==> src/logic/flash_spm_pkg.sv <==
// Purpose: Shared constants and types for the flash self-program sequencer
// Assumes: 10 MHz system clock, Avalon-MM register access, byte addresses
// Notes: Summary of operation follows
package flash_spm_pkg;
  localparam logic [3:0] ADDR_CMD = 4'h0;
  localparam logic [3:0] ADDR_STATUS = 4'h4;
  localparam logic [7:0] CMD_LOAD = 8'h01;
  localparam logic [7:0] CMD_ERASE = 8'h03;
  localparam logic [7:0] CMD_WRITE = 8'h05;
  localparam int CLEAR_BIT = 4;
  localparam logic [2:0] WINDOW_CYCLES = 3'h4;
  localparam logic FUSE_PROGRAMMED = 1'b0;
  localparam logic [15:0] ERASED_WORD = 16'hffff;
  localparam int STAT_BUSY = 0;
  localparam int STAT_FUSE = 1;
  localparam int STAT_EEPROM = 2;
  localparam int STAT_LOADED = 3;
  localparam int CLK_PERIOD_NS = 100;
  localparam int OP_MIN_NS = 3700000;
  localparam int OP_MAX_NS = 4500000;
  localparam int OP_MIN_CYCLES = (OP_MIN_NS + CLK_PERIOD_NS - 1) / CLK_PERIOD_NS;
  localparam int OP_MAX_CYCLES = OP_MAX_NS / CLK_PERIOD_NS;
  // One store-program instruction from the core
  typedef struct packed {
    logic strobe;
    logic [15:0] z;
    logic [15:0] word;
  } spm_req_t;
  // Command to the flash array
  typedef struct packed {
    logic erase;
    logic write;
    logic [14:0] addr;
    logic [15:0] data;
  } flash_cmd_t;
endpackage

==> src/logic/flash_op_timer.sv <==
// Purpose: Times one flash erase or write operation
// Assumes: start_in is a one-cycle pulse while idle
// Notes: done_out pulses once, CYCLES edges after the start edge
`timescale 1ns/1ps
module flash_op_timer #(
  parameter int CYCLES = flash_spm_pkg::OP_MIN_CYCLES // Operation length in cycles
) (
  input wire logic clk_sys_in, // System clock
  input wire logic rst_n_in, // Synchronous reset, active low
  input wire logic start_in, // Start pulse
  output logic done_out // Completion pulse
);
  // A zero-length operation would never raise done
  generate
    if (CYCLES < 1) begin : g_bad_cycles
      $error("CYCLES must be at least 1");
    end
  endgenerate

  localparam int CW = $clog2(CYCLES + 1);
  localparam logic [CW-1:0] LAST = CW'(CYCLES - 1);
  logic run;
  logic [CW-1:0] cnt;
  wire logic at_last = run & (cnt == LAST);

  // Count from the start pulse until the last cycle
  always_ff @(posedge clk_sys_in) begin
    if (!rst_n_in) begin
      run <= 1'b0;
      cnt <= '0;
      done_out <= 1'b0;
    end else begin
      done_out <= at_last;
      run <= start_in | (run & ~at_last);
      cnt <= start_in ? '0 : cnt + 1'b1;
    end
  end
endmodule

==> src/logic/flash_spm_seq.sv <==
// Purpose: Self-program sequencer for the on-chip program flash
// Assumes: Core stalls on stall_cpu_out; flash read returns a word one cycle after address
// Notes: Command and status registers sit on an Avalon-MM slave with waitrequest
//
// Local design decisions: the Avalon-MM interface to the registers and the address map.
`timescale 1ns/1ps
module flash_spm_seq #(
  parameter int PAGE_WORDS = 32, // Words per flash page
  parameter int OP_CYCLES = flash_spm_pkg::OP_MIN_CYCLES // Erase or write length
) (
  input wire logic clk_sys_in, // 10 MHz system clock
  input wire logic rst_n_in, // Synchronous reset, active low
  input wire logic [3:0] avs_address_in, // Register byte address
  input wire logic avs_read_in, // Read request
  input wire logic avs_write_in, // Write request
  input wire logic [31:0] avs_writedata_in, // Write data
  input wire logic [3:0] avs_byteenable_in, // Byte lanes
  output logic [31:0] avs_readdata_out, // Read data
  output logic avs_waitrequest_out, // Stall the bus master
  input wire flash_spm_pkg::spm_req_t spm_in, // Store-program instruction
  input wire logic self_program_fuse_in, // Fuse, 0 when programmed
  input wire logic eeprom_write_active_in, // EEPROM write in progress
  output logic stall_cpu_out, // Halt the core
  output flash_spm_pkg::flash_cmd_t flash_cmd_out, // Erase and word write commands
  input wire logic [15:0] lpm_z_in, // Z pointer of a byte read
  input wire logic [15:0] flash_rd_word_in, // Word from flash array
  output logic [14:0] flash_rd_addr_out, // Word address to flash array
  output logic [7:0] lpm_byte_out // Selected byte
);
  localparam int WBITS = $clog2(PAGE_WORDS);
  localparam int PBITS = 15 - WBITS;

  typedef enum logic [1:0] {IDLE, ERASING, WRITING} op_state_t;

  // Refuse page sizes the addressing cannot serve
  generate
    if (PAGE_WORDS < 2 || PAGE_WORDS > 256 ||
        (PAGE_WORDS & (PAGE_WORDS - 1)) != 0) begin : g_bad_page
      $error("PAGE_WORDS must be a power of two from 2 to 256");
    end
    if (OP_CYCLES < 1 || OP_CYCLES > flash_spm_pkg::OP_MAX_CYCLES) begin : g_bad_time
      $error("OP_CYCLES out of range");
    end
  endgenerate

  op_state_t state;
  logic wait_q;
  logic [2:0] cmd_q;
  logic [2:0] win_q;
  logic [PBITS-1:0] page_q;
  logic [WBITS:0] stream_q;
  logic [PAGE_WORDS-1:0] loaded;
  logic [15:0] buf_mem [PAGE_WORDS];
  logic lpm_sel_q;
  logic op_done;

  // Bus decode: a request completes at the edge where waitrequest is low
  wire logic bus_req = avs_read_in | avs_write_in;
  wire logic bus_take = bus_req & ~wait_q;
  wire logic cmd_sel = avs_address_in == flash_spm_pkg::ADDR_CMD;
  wire logic stat_sel = avs_address_in == flash_spm_pkg::ADDR_STATUS;
  wire logic [7:0] wr_byte = avs_writedata_in[7:0];
  wire logic idle = state == IDLE;
  wire logic cmd_wr = bus_take & avs_write_in & cmd_sel & avs_byteenable_in[0];
  // Command writes are blocked while an EEPROM write runs
  wire logic cmd_ok = cmd_wr & idle & ~eeprom_write_active_in;
  wire logic is_load = wr_byte == flash_spm_pkg::CMD_LOAD;
  wire logic is_erase = wr_byte == flash_spm_pkg::CMD_ERASE;
  wire logic is_write = wr_byte == flash_spm_pkg::CMD_WRITE;
  wire logic [2:0] next_cmd = (is_load | is_erase | is_write) ? wr_byte[2:0] : 3'h0;
  wire logic clear_req = cmd_ok & wr_byte[flash_spm_pkg::CLEAR_BIT];

  // Store-program acceptance
  wire logic fuse_ok = self_program_fuse_in == flash_spm_pkg::FUSE_PROGRAMMED;
  wire logic in_window = win_q != 3'h0;
  wire logic spm_ok = spm_in.strobe & fuse_ok & ~eeprom_write_active_in & in_window & idle;
  wire logic load_en = spm_ok & (cmd_q == flash_spm_pkg::CMD_LOAD[2:0]);
  wire logic erase_go = spm_ok & (cmd_q == flash_spm_pkg::CMD_ERASE[2:0]);
  wire logic write_go = spm_ok & (cmd_q == flash_spm_pkg::CMD_WRITE[2:0]);
  wire logic op_go = erase_go | write_go;

  // Z splits into word-in-page and page fields; bit 0 is unused for commands
  wire logic [WBITS-1:0] word_idx = spm_in.z[WBITS:1];
  wire logic [PBITS-1:0] page_idx = spm_in.z[15:WBITS+1];

  // Buffer clear events
  wire logic write_end = op_done & (state == WRITING);
  wire logic eeprom_hit = eeprom_write_active_in & (|loaded);
  wire logic clear_all = clear_req | write_end | eeprom_hit;

  // Page streaming to the flash array during a page write
  wire logic streaming = (state == WRITING) & ~stream_q[WBITS];
  wire logic [WBITS-1:0] stream_idx = stream_q[WBITS-1:0];
  wire logic [15:0] stream_word = loaded[stream_idx] ? buf_mem[stream_idx] :
                                  flash_spm_pkg::ERASED_WORD;
  wire logic window_expire = (win_q == 3'h1) & ~spm_ok;

  // Register read mux, unmapped addresses read zero
  wire logic [31:0] stat_word = {28'h0, |loaded, eeprom_write_active_in,
                                 self_program_fuse_in, ~idle};
  wire logic [31:0] next_rdata = cmd_sel ? {29'h0, cmd_q} :
                                 stat_sel ? stat_word : 32'h0;

  // Erase and write duration
  flash_op_timer #(
    .CYCLES(OP_CYCLES)
  ) u_timer (
    .clk_sys_in(clk_sys_in),
    .rst_n_in(rst_n_in),
    .start_in(op_go),
    .done_out(op_done)
  );

  // Bus handshake: waitrequest drops for one cycle per request
  always_ff @(posedge clk_sys_in) begin
    if (!rst_n_in) begin
      wait_q <= 1'b1;
      avs_readdata_out <= 32'h0;
    end else begin
      wait_q <= ~(bus_req & wait_q);
      if (bus_req & wait_q) begin
        avs_readdata_out <= next_rdata;
      end
    end
  end
  assign avs_waitrequest_out = wait_q;

  // Pending command and its four-cycle window
  always_ff @(posedge clk_sys_in) begin
    if (!rst_n_in) begin
      cmd_q <= 3'h0;
      win_q <= 3'h0;
    end else if (cmd_ok) begin
      cmd_q <= next_cmd;
      win_q <= (next_cmd != 3'h0) ? flash_spm_pkg::WINDOW_CYCLES : 3'h0;
    end else if (load_en | op_done | window_expire) begin
      cmd_q <= 3'h0;
      win_q <= 3'h0;
    end else if (op_go) begin
      win_q <= 3'h0;
    end else if (in_window) begin
      win_q <= win_q - 3'h1;
    end
  end

  // Operation state and core stall
  always_ff @(posedge clk_sys_in) begin
    if (!rst_n_in) begin
      state <= IDLE;
      stall_cpu_out <= 1'b0;
      page_q <= '0;
    end else if (op_go) begin
      state <= erase_go ? ERASING : WRITING;
      stall_cpu_out <= 1'b1;
      page_q <= page_idx;
    end else if (op_done) begin
      state <= IDLE;
      stall_cpu_out <= 1'b0;
    end
  end

  // Word counter for page streaming
  always_ff @(posedge clk_sys_in) begin
    if (!rst_n_in || op_go) begin
      stream_q <= '0;
    end else if (streaming) begin
      stream_q <= stream_q + 1'b1;
    end
  end

  // Flash array commands
  always_ff @(posedge clk_sys_in) begin
    if (!rst_n_in) begin
      flash_cmd_out <= '0;
    end else begin
      flash_cmd_out.erase <= erase_go;
      flash_cmd_out.write <= streaming;
      flash_cmd_out.addr <= erase_go ? {page_idx, {WBITS{1'b0}}} : {page_q, stream_idx};
      flash_cmd_out.data <= stream_word;
    end
  end

  // Buffer storage, one word per accepted load
  always_ff @(posedge clk_sys_in) begin
    if (load_en) begin
      buf_mem[word_idx] <= spm_in.word;
    end
  end

  // Per-word loaded flags, cleared together
  generate
    for (genvar i = 0; i < PAGE_WORDS; i++) begin : g_loaded
      always_ff @(posedge clk_sys_in) begin
        if (!rst_n_in || clear_all) begin
          loaded[i] <= 1'b0;
        end else if (load_en && word_idx == WBITS'(i)) begin
          loaded[i] <= 1'b1;
        end
      end
    end
  endgenerate

  // Byte read path: Z bit 0 picks the byte of the word
  always_ff @(posedge clk_sys_in) begin
    if (!rst_n_in) begin
      flash_rd_addr_out <= 15'h0;
      lpm_sel_q <= 1'b0;
      lpm_byte_out <= 8'h0;
    end else begin
      flash_rd_addr_out <= lpm_z_in[15:1];
      lpm_sel_q <= lpm_z_in[0];
      lpm_byte_out <= lpm_sel_q ? flash_rd_word_in[15:8] : flash_rd_word_in[7:0];
    end
  end

  // Helper: length of each stall
  logic [17:0] stall_len;
  always_ff @(posedge clk_sys_in) begin
    if (!rst_n_in) begin
      stall_len <= 18'h0;
    end else begin
      stall_len <= stall_cpu_out ? stall_len + 18'h1 : 18'h0;
    end
  end

  localparam int STALL_CYCLES = OP_CYCLES + 1;
endmodule

==> config.mk <==
export PLATFORM = sky130hd
export DESIGN_NAME = flash_spm_seq
export DESIGN_NICKNAME = d
export VERILOG_FILES = /design/src/logic/flash_spm_pkg.sv /design/src/logic/flash_op_timer.sv /design/src/logic/flash_spm_seq.sv
export SDC_FILE = /design/constraint.sdc
export NUM_CORES = 1
export LEC_CHECK = 0
export ABC_AREA = 0
export BUFFER_PORTS_ARGS = -buffer_cell sky130_fd_sc_hd__buf_2
export CAP_MARGIN = 20
export CORE_ASPECT_RATIO = 0.5
export CORE_MARGIN = 3
export CORE_UTILIZATION = 30
export DETAILED_ROUTE_END_ITERATION = 12
export PLACE_DENSITY = 0.58
export SLEW_MARGIN = 20
export SYNTH_ARGS = -nofsm -noshare
export SYNTH_HDL_FRONTEND = slang
export SYNTH_HIERARCHICAL = 1
export SYNTH_SLANG_ARGS = --single-unit
==> constraint.sdc <==
create_clock -name clk_sys_in -period 6.6 [get_ports clk_sys_in]
set_input_delay 1.32 -clock clk_sys_in [delete_from_list [all_inputs] [get_ports clk_sys_in]]
set_output_delay 1.32 -clock clk_sys_in [all_outputs]
set_load 0.03 [all_outputs]
## Yosys cells after proc, flatten, opt, wreduce, memory -nomap -nowiden

Memory sizes are Yosys's and may differ from the RTL's. A register that Yosys moved wholly into a read port is not among the register bits.
Index checks and enable logic that the tools add are counted.

- $add $sub $neg: 3
- Magnitude comparators: 1
- Equality and inequality tests: 41
- Multiplexer cells: 24
- Bitwise logic cells: 39
- Reductions and logical operators: 46

Operator list:

| kind | count |
|---|---|
| $eq 5x5->1 const B | 16 |
| $eq 5x4->1 const B | 8 |
| $logic_and 1x1->1 | 32 |
| $reduce_or 32->1 | 1 |
| $mux 3 | 8 |
| $and 1x1->1 | 21 |
| $eq 5x3->1 const B | 4 |
| $add 16x1->16 const B | 1 |
| $eq 16x16->1 const B | 1 |
| $mux 16 | 1 |
| $mux 15 | 1 |
| $eq 5x2->1 const B | 2 |
| $mux 5 | 2 |
| $not 1->1 | 9 |
| $or 1x1->1 | 9 |
| $eq 8x1->1 const B | 1 |
| $eq 8x2->1 const B | 1 |
| $eq 8x3->1 const B | 1 |
| $mux 4 | 2 |
| $mux 8 | 1 |
| $add 6x1->6 const B | 1 |
| $eq 3x1->1 const B | 2 |
| $lt 5x6->1 const B | 1 |
| $mux 2 | 3 |
| other kinds (17) | 25 |

- Register bits: 165
- RAM bits: 512
- Word-level logic and storage cells: 206
- Memories: 1

Memories:

| memory | depth | width | read ports | clocked after Yosys merged registers in | wr ports | line | text |
|---|---|---|---|---|---|---|---|
| buf_mem | 32 | 16 | 1 | 1 | 1 | flash_spm_seq.sv:53 | `logic [15:0] buf_mem [PAGE_WORDS];` |

## Longest topological paths before layout

Gate-level depths: netlist of the first run.

- Depth after elaboration: 11
- Depth in mapped cells: 11
- Gate-level depth less buffers: 8

## Cells and area by module

The synthesis of the first run kept the hierarchy.

Modules (own cells, without submodules):

| module | times used | cells each | area an instance (µm²) | sequential area each (µm²) |
|---|---|---|---|---|
| flash_spm_seq | 1 | 1405 | 24494.7 | 17857.1 |
| flash_op_timer | 1 | 94 | 847.1 | 360.3 |

## Worst setup path before layout of the first run

Ideal clock, no wire load.

- Path kind: input -> register
- Start: in spm_in[18] (netlist bit)
- End: mem buf_mem[18][0], enable pin
- Library setup time: 0.412 ns
- Arrival time: 3.337 ns
- Required time: 6.188 ns
- Path slack: 2.852 ns
- Stages on the path: 5
- Path buffers: 1
- Cells stage by stage: clkbuf_1 > or2b_1 > inv_1 > nand4_1 > nor3_1

RTL lines:

| what | line | text |
|---|---|---|
| from (decl) | flash_spm_seq.sv:20 | `input wire flash_spm_pkg::spm_req_t spm_in,` |
| to (decl) | flash_spm_seq.sv:53 |  |

Straight into the memory's write port.

## Worst setup path in the final report of the first run

- Start: in self_program_fuse_in
- End: mem buf_mem[14][4], enable pin

- Word-level cells in the longest chain between the ends: 8

Ends and longest elaborated chain:

| what | line | text |
|---|---|---|
| from (decl) | flash_spm_seq.sv:21 | `input wire logic self_program_fuse_in,` |
| $not 1->1 | flash_spm_seq.sv:74 | `wire logic fuse_ok = self_program_fuse_in == flash_spm_pkg::FUSE_PROGRAMMED;` |
| $and 1x1->1 (4 in series) | flash_spm_seq.sv:76 | `wire logic spm_ok = spm_in.strobe & fuse_ok & ~eeprom_write_active_in & in_window & idle;` |
| $and 1x1->1 | flash_spm_seq.sv:77 | `wire logic load_en = spm_ok & (cmd_q == flash_spm_pkg::CMD_LOAD[2:0]);` |
| $mux 1 | flash_spm_seq.sv:185 | `if (load_en) begin` |
| $mux 1 (implied by the code) | flash_spm_seq.sv:186 | `buf_mem[word_idx] <= spm_in.word;` |

Every way passes these cells.

==> flow_summary.ini, run 1 <==
[timing]
min_period_ns = 3.48
finalSetupViolations = 0
slew_violations = 0
finalCritPeriodShare = 0.527
timing.fmax_mhz = 288
hold_viol = 0
worst_slack_ns = 3.12
finClkSkew_ns = 0.0357
max_slew_margin = 0.272
tightest_slew_ns = 1.09
grt_setup_unrepaired = no
tns_ns = 0
hold_slack_ns = 0.429

[drt]
vias = 13700
drt_iter0_drc = 1087
via_per_inst = 4.86
wl_per_cell_um = 21.1
totalWireLength_um = 59500
drc = 0
drt_pass1_iterations = 7
drtAntennaViolNets = 0

[cells_and_area]
area_delta_synth_final_pct = 16.2
nFillCells = 7796
nNetsFinal = 1788
multiInputGateArea_mm2 = 0.00663
drive_gt1_frac = 0.250
ff_latch_area_mm2 = 0.0182

[job]
cap_violations = 0

[synth]
synth-seq-cells = 654
synth_edf_count = 512
synthesis.area_mm2 = 0.0253
synth_compound_area_frac = 0.0538
yosysWarnings = 6
async_flop_share = 0
synthCells = 1499
yosys.area_share.xor_xnor = 0.00311
muxShareOfSynthArea = 0.135
synth-simple-area-share = 0.0611
synth-main-ff-cell = edfxtp_1
avgSynthCellArea_um2 = 16.9
synthAdderAreaFrac = 0.00247
seq_area_frac_synth = 0.719
ys_types = 68
synth_top_family_by_area = multiplexers

[pwr]
p_total_uw = 8380
power_leakage_uw = 0.00942
vdd.ir_drop.worst_mv = 0.205
power.density_mw_per_mm2 = 284

[global_route]
grt_max_degree = 123
grt_usage = 0.132
grt-ovfl-total = 0
antenna_found_initial = 3
grt_pass1_vias = 13400
grt_pass1_wl_um = 87700

[critical_path]
ff2ff_setup_slack_ns = 3.41
reg2reg_depth = 7
worst-path-max-fanout = 9
arrival_ns = 3.79
rr_startpoint = win_q[0]
endpoint_kind = register
r2r_end = buf_mem[14][4]
critPathRequiredTime_ns = 6.92
critPathKind = primary input to register
worstSetupStartpointType = primary input

[placed_design]
dp_hpwl_um = 36200
io_buffers = 144
routabilityCongestion = 0.774
pre_cts_slack_ns = 2.46

[floorplan]
die_h_um = 212
fp.dieW_um = 417
boundaryPins = 201
row_count = 74
dieArea_mm2 = 0.0882
initial_core_util = 0.306
core_mm2 = 0.0827

[min_path]
hold_depth = 2
hp-start = u_timer/run
hold_path_class = register to register
hold_end = u_timer/done_out

[clock_tree]
cts_hold_buffers = 0
h-tree-depth = 2
numCtsBuffers = 61
clock_path_buffers = 3
post_cts_buffers = 0
cts-root-buf = clkbuf_16
ctsResizeCount = 0
clock_latency_ns = 0.64
cts.sink_count = 654
cts_tree = done
clkTransAtPathRegs_ns = 0.06

[run_status]
status = finished, final reports clean
-- area by class of cell --
| cell class | count | share of cell area |
|---|---|---|
| inverter | 13 | 0.00166 |
| antenna | 1 | 0.0000850 |
| clock buffer | 75 | 0.0547 |
| multi-input combinational | 753 | 0.225 |
| clock inverter | 38 | 0.0160 |
| timing repair buffer | 189 | 0.0366 |
| tap | 1102 | 0.0468 |
| sequential | 654 | 0.619 |
-- worst max-delay path by stage --
stage                          from        endpoint  slack (ns)  depth (start not counted)
2_1_floorplan            spm_in[18]  buf_mem[18][0]        2.85                          5
3_3_place_gp   self_program_fuse_in  buf_mem[14][0]        2.49                          6
3_5_place_dp   self_program_fuse_in  buf_mem[14][0]        2.46                          6
4_1_cts        self_program_fuse_in  buf_mem[14][4]        3.13                          6
5_1_grt        self_program_fuse_in  buf_mem[14][1]        2.99                          6
6_report       self_program_fuse_in  buf_mem[14][4]        3.12                          6
-- flip-flops by register name (all words and copies together) (netlist names), named ones only --
| signal | flops |
|---|---|
| avs_readdata_out | 4 |
| avs_waitrequest_out | 1 |
| buf_mem | 512 |
| cmd_q | 3 |
| flash_cmd_out | 33 |
| flash_rd_addr_out | 15 |
| loaded | 32 |
| lpm_byte_out | 8 |
| lpm_sel_q | 1 |
| page_q | 10 |
| stall_cpu_out | 1 |
| state | 2 |
| stream_q | 6 |
| u_timer/cnt | 16 |
| u_timer/done_out | 1 |
| u_timer/run | 1 |
| win_q | 3 |
-- cells in the final DEF (no fill, tap or decap), types with 13 or more instances in the layout --
| master | netlist | routed |
|---|---|---|
| edfxtp_1 | 512 | 512 |
| buf_2 | 35 | 144 |
| dfxtp_1 | 142 | 140 |
| mux2i_1 | 122 | 122 |
| nor2_1 | 95 | 88 |
| mux4_2 | 82 | 82 |
| clkbuf_16 | 0 | 62 |
| buf_4 | 34 | 43 |
| o21a_1 | 37 | 37 |
| a22oi_1 | 35 | 35 |
| nand2_1 | 32 | 32 |
| mux2_2 | 31 | 31 |
| conb_1 | 1 | 28 |
| and2_1 | 26 | 26 |
| nand3_1 | 25 | 25 |
| a21oi_1 | 25 | 25 |
| nand2b_1 | 22 | 22 |
| o21ai_0 | 18 | 18 |
| o22ai_1 | 16 | 16 |
| o221ai_1 | 14 | 14 |
| nor4_1 | 14 | 14 |
| inv_1 | 13 | 13 |
| nand4_1 | 13 | 13 |
-- synthesized netlist by cell type, drive strengths merged (31+ instances only) --
| cell | n | area (µm²) |
|---|---|---|
| edfxtp | 512 | 15400 |
| dfxtp | 142 | 2840 |
| mux2i | 122 | 1220 |
| nor2 | 97 | 369 |
| mux4 | 82 | 1850 |
| buf | 74 | 479 |
| o21a | 37 | 278 |
| a22oi | 35 | 263 |
| clkbuf | 32 | 121 |
| nand2 | 32 | 120 |
| mux2 | 31 | 349 |
-- layer usage --
metal / global-route usage / vias to the layer above / share of wire
li1: - / 6180 / -
met5: 0 / - / 0
met1: 0.191 / 7001 / 0.46
met3: 0.0242 / 76 / 0.066
met2: 0.205 / 470 / 0.46
met4: 0.0372 / 0 / 0.022
-- power breakdown --
group          internal, µW  leakage [µW]  switching [µW]
logic                  78.2       0.00265             196
registers              4460       0.00576            13.4
clock network          2090       0.00101            1540
total                  6630       0.00942            1750
-- stage by stage --
step	cell area [µm²]	instances	util
CTS	29400	2824	0.356
global route	29400	2824	0.356
global placement	27300	2710	0.331
floorplan	25400	1526	-
detailed placement	27400	2711	0.331
finish	29400	2825	0.356
-- kinds of logic after synthesis --
logic type	after synthesis
other	1
xor gates and xnor gates	9
muxes	235
adders and majority gates	5
buffers and inverters	119
and+or+nand+nor	287
DFF	654
AOI/OAI and AO/OA	189
-- critical path, cell delays in order --
cell	delay [ns]
buf_2	0.14
nor2b_1	0.34
nand4_4	0.25
or4_4	0.61
nor2_1	0.76
buf_4	0.36
Power figures use the tool's default switching activity.
==> inputs of run 2 (changes only) <==
--- a/config.mk
+++ b/config.mk
@@ -12,7 +12,7 @@
 export CORE_MARGIN = 3
 export CORE_UTILIZATION = 30
 export DETAILED_ROUTE_END_ITERATION = 12
-export PLACE_DENSITY = 0.58
+export PLACE_DENSITY = 0.59
 export SLEW_MARGIN = 20
 export SYNTH_ARGS = -nofsm -noshare
 export SYNTH_HDL_FRONTEND = slang
==> constraint.sdc (replaced) <==
create_clock -name clk_sys_in -period 2.9 [get_ports clk_sys_in]
set_input_delay 0.58 -clock clk_sys_in [delete_from_list [all_inputs] [get_ports clk_sys_in]]
set_output_delay 0.58 -clock clk_sys_in [all_outputs]
set_load 0.03 [all_outputs]
==> run 2 against run 1 <==
  * Sequential share of layout area down 1.2 points
  * Cell count up 1.5%
  * Non-clock buffer count up 45
  * Count of clock-buffer cells in the layout up 5
  * Register-to-register slack worse by 3.0 ns
  * Largest cell class unchanged
  * Sequential cell count unchanged
==> flow_summary.ini, run 2 (synthesis gave the netlist of run 1 again) <==
[drt]
drtAntennaViolNets = 0
drt_pass1_iterations = 5
totalWireLength_um = 59800
drt_iter0_drc = 1286
via_per_inst = 4.86
wl_per_cell_um = 20.8
drc = 0
vias = 13900

[pwr]
power.density_mw_per_mm2 = 637
power.share.clock = 0.435
internal-power_uw = 15100
power_leakage_uw = 0.00973
vdd.ir_drop.worst_mv = 0.492
swShare = 0.210
p_sw_uw = 4010
seq_power_share = 0.532
comb_power_share = 0.033
p_total_uw = 19100

[critical_path]
worstPathCellList = inv_1 > ha_1 > nand2b_1 > nand4_4 > or4_4 > nor2_1 > buf_4
critPathRequiredTime_ns = 3.18
endpoint_kind = register
worstSetupStartpointType = register
arrival_ns = 2.74
cp.buffers_inverters = 2
crit_family = simple AND/OR/NAND/NOR gates
critPathKind = register to register
worst-path-max-fanout = 17
critPathMaxStageDelay_ns = 0.59
cp_slowest_cell = or4_4

[clock_tree]
cts-root-buf = clkbuf_16
h-tree-depth = 2
cts_hold_buffers = 0
clkTransAtPathRegs_ns = 0.07
clock_path_buffers = 3
clock_latency_ns = 0.64
numCtsBuffers = 60
cts_tree = done
post_cts_buffers = 0
ctsResizeCount = 0
cts.sink_count = 654

[floorplan]
fp.dieW_um = 417
core_mm2 = 0.0827
row_count = 74
boundaryPins = 201
dieArea_mm2 = 0.0882
die_h_um = 212
initial_core_util = 0.306

[global_route]
grtUsageMet3 = 0.0242
grt_usage = 0.134
grt-ovfl-total = 0
antenna_found_initial = 1
grt.busiest_layer = met2
gr-usage-met2 = 0.212
use_met1 = 0.190
grt_pass1_wl_um = 89500
grt_max_degree = 36
grt_pass1_vias = 13700

[timing]
worst_slack_ns = 0.441
hold_viol = 0
grt_setup_unrepaired = no
max_slew_margin = 0.516
slew_violations = 0
finClkSkew_ns = 0.0367
tns_ns = 0
finalCritPeriodShare = 0.848
finalSetupViolations = 0
timing.fmax_mhz = 407
tightest_slew_ns = 0.725
min_period_ns = 2.46

[min_path]
hold_path_class = primary input to register

[cells_and_area]
regMostFlops = buf_mem
nNetsFinal = 1832
layout.cells.most_common_list = edfxtp_1, buf_2, dfxtp_1
area_delta_synth_final_pct = 18.4
largest_reg_flops = 512
diodes = 0
drive_gt1_frac = 0.277
final_common_cell = edfxtp_1
fin_util = 0.363
top_regs = buf_mem x512, flash_cmd_out x33, loaded x32

[job]
cap_violations = 0

[placed_design]
pre_cts_slack_ns = 0.275
dp_hpwl_um = 38100
routabilityCongestion = 0.775
io_buffers = 144

[run_status]
status = finished, final reports clean
[run 2: cell types whose count changed in the layout (fill, tap and decap cells not counted), moves of 4 or more]
cell,change
buf_4,+30
clkinv_1,-5
buf_12,+16
clkbuf_1,-7
clkinv_2,-4
clkbuf_8,+13
[run 2: worst paths after layout]
path,startpoint,cells past startpoint,slack [ns],to
setup / recovery,win_q[0],7,0.44,buf_mem[6][13]
hold / removal,lpm_z_in[2],2,0.16,flash_rd_addr_out[1]
setup reg to reg,win_q[0],7,0.44,buf_mem[6][13]
hold reg to reg,u_timer/run,2,0.44,u_timer/done_out
[run 2: power groups by stage]
stage               clock (µW)  combinational, µW  sequential (µW)
floorplan                    0                327            10400
global placement             0                619            10400
detailed placement           0                636            10400
CTS                       8510                637            10200
global route              8900                698            10200
finish                    8310                627            10200
[run 2: worst register-to-register path: cells and delay by family, from the launching register on]
family	cells	cell delay (ns)
DFF	1	0.36
and+or+nand+nor	4	1.19
buffers and inverters	2	0.38
adders and majority gates	1	0.19
[run 2: layout make-up]
type | instances | area, µm²
tap | 1102 | 1380
clock inverter | 32 | 375
sequential | 654 | 18200
inverter | 13 | 48.8
clock buffer | 80 | 1740
multi-input combinational | 753 | 6640
timing repair buffer | 234 | 1610
fill | 7715 | 52700
[run 2: metrics by stage]
stage          cells  hold WS (ns)  area (µm²)
2_1_floorplan   1526         0.410       25500
3_3_place_gp    2756         0.425       27900
3_5_place_dp    2756         0.423       27900
4_1_cts         2868         0.118       30000
5_1_grt         2868         0.138       30000
6_report        2868         0.165       30000
[run 2: routing by layer]
| metal | vias to the layer above | part of all wire |
|---|---|---|
| li1 | 6272 | - |
| met1 | 7156 | 0.45 |
| met2 | 439 | 0.46 |
| met3 | 79 | 0.066 |
| met4 | 0 | 0.022 |
| met5 | - | 0 |
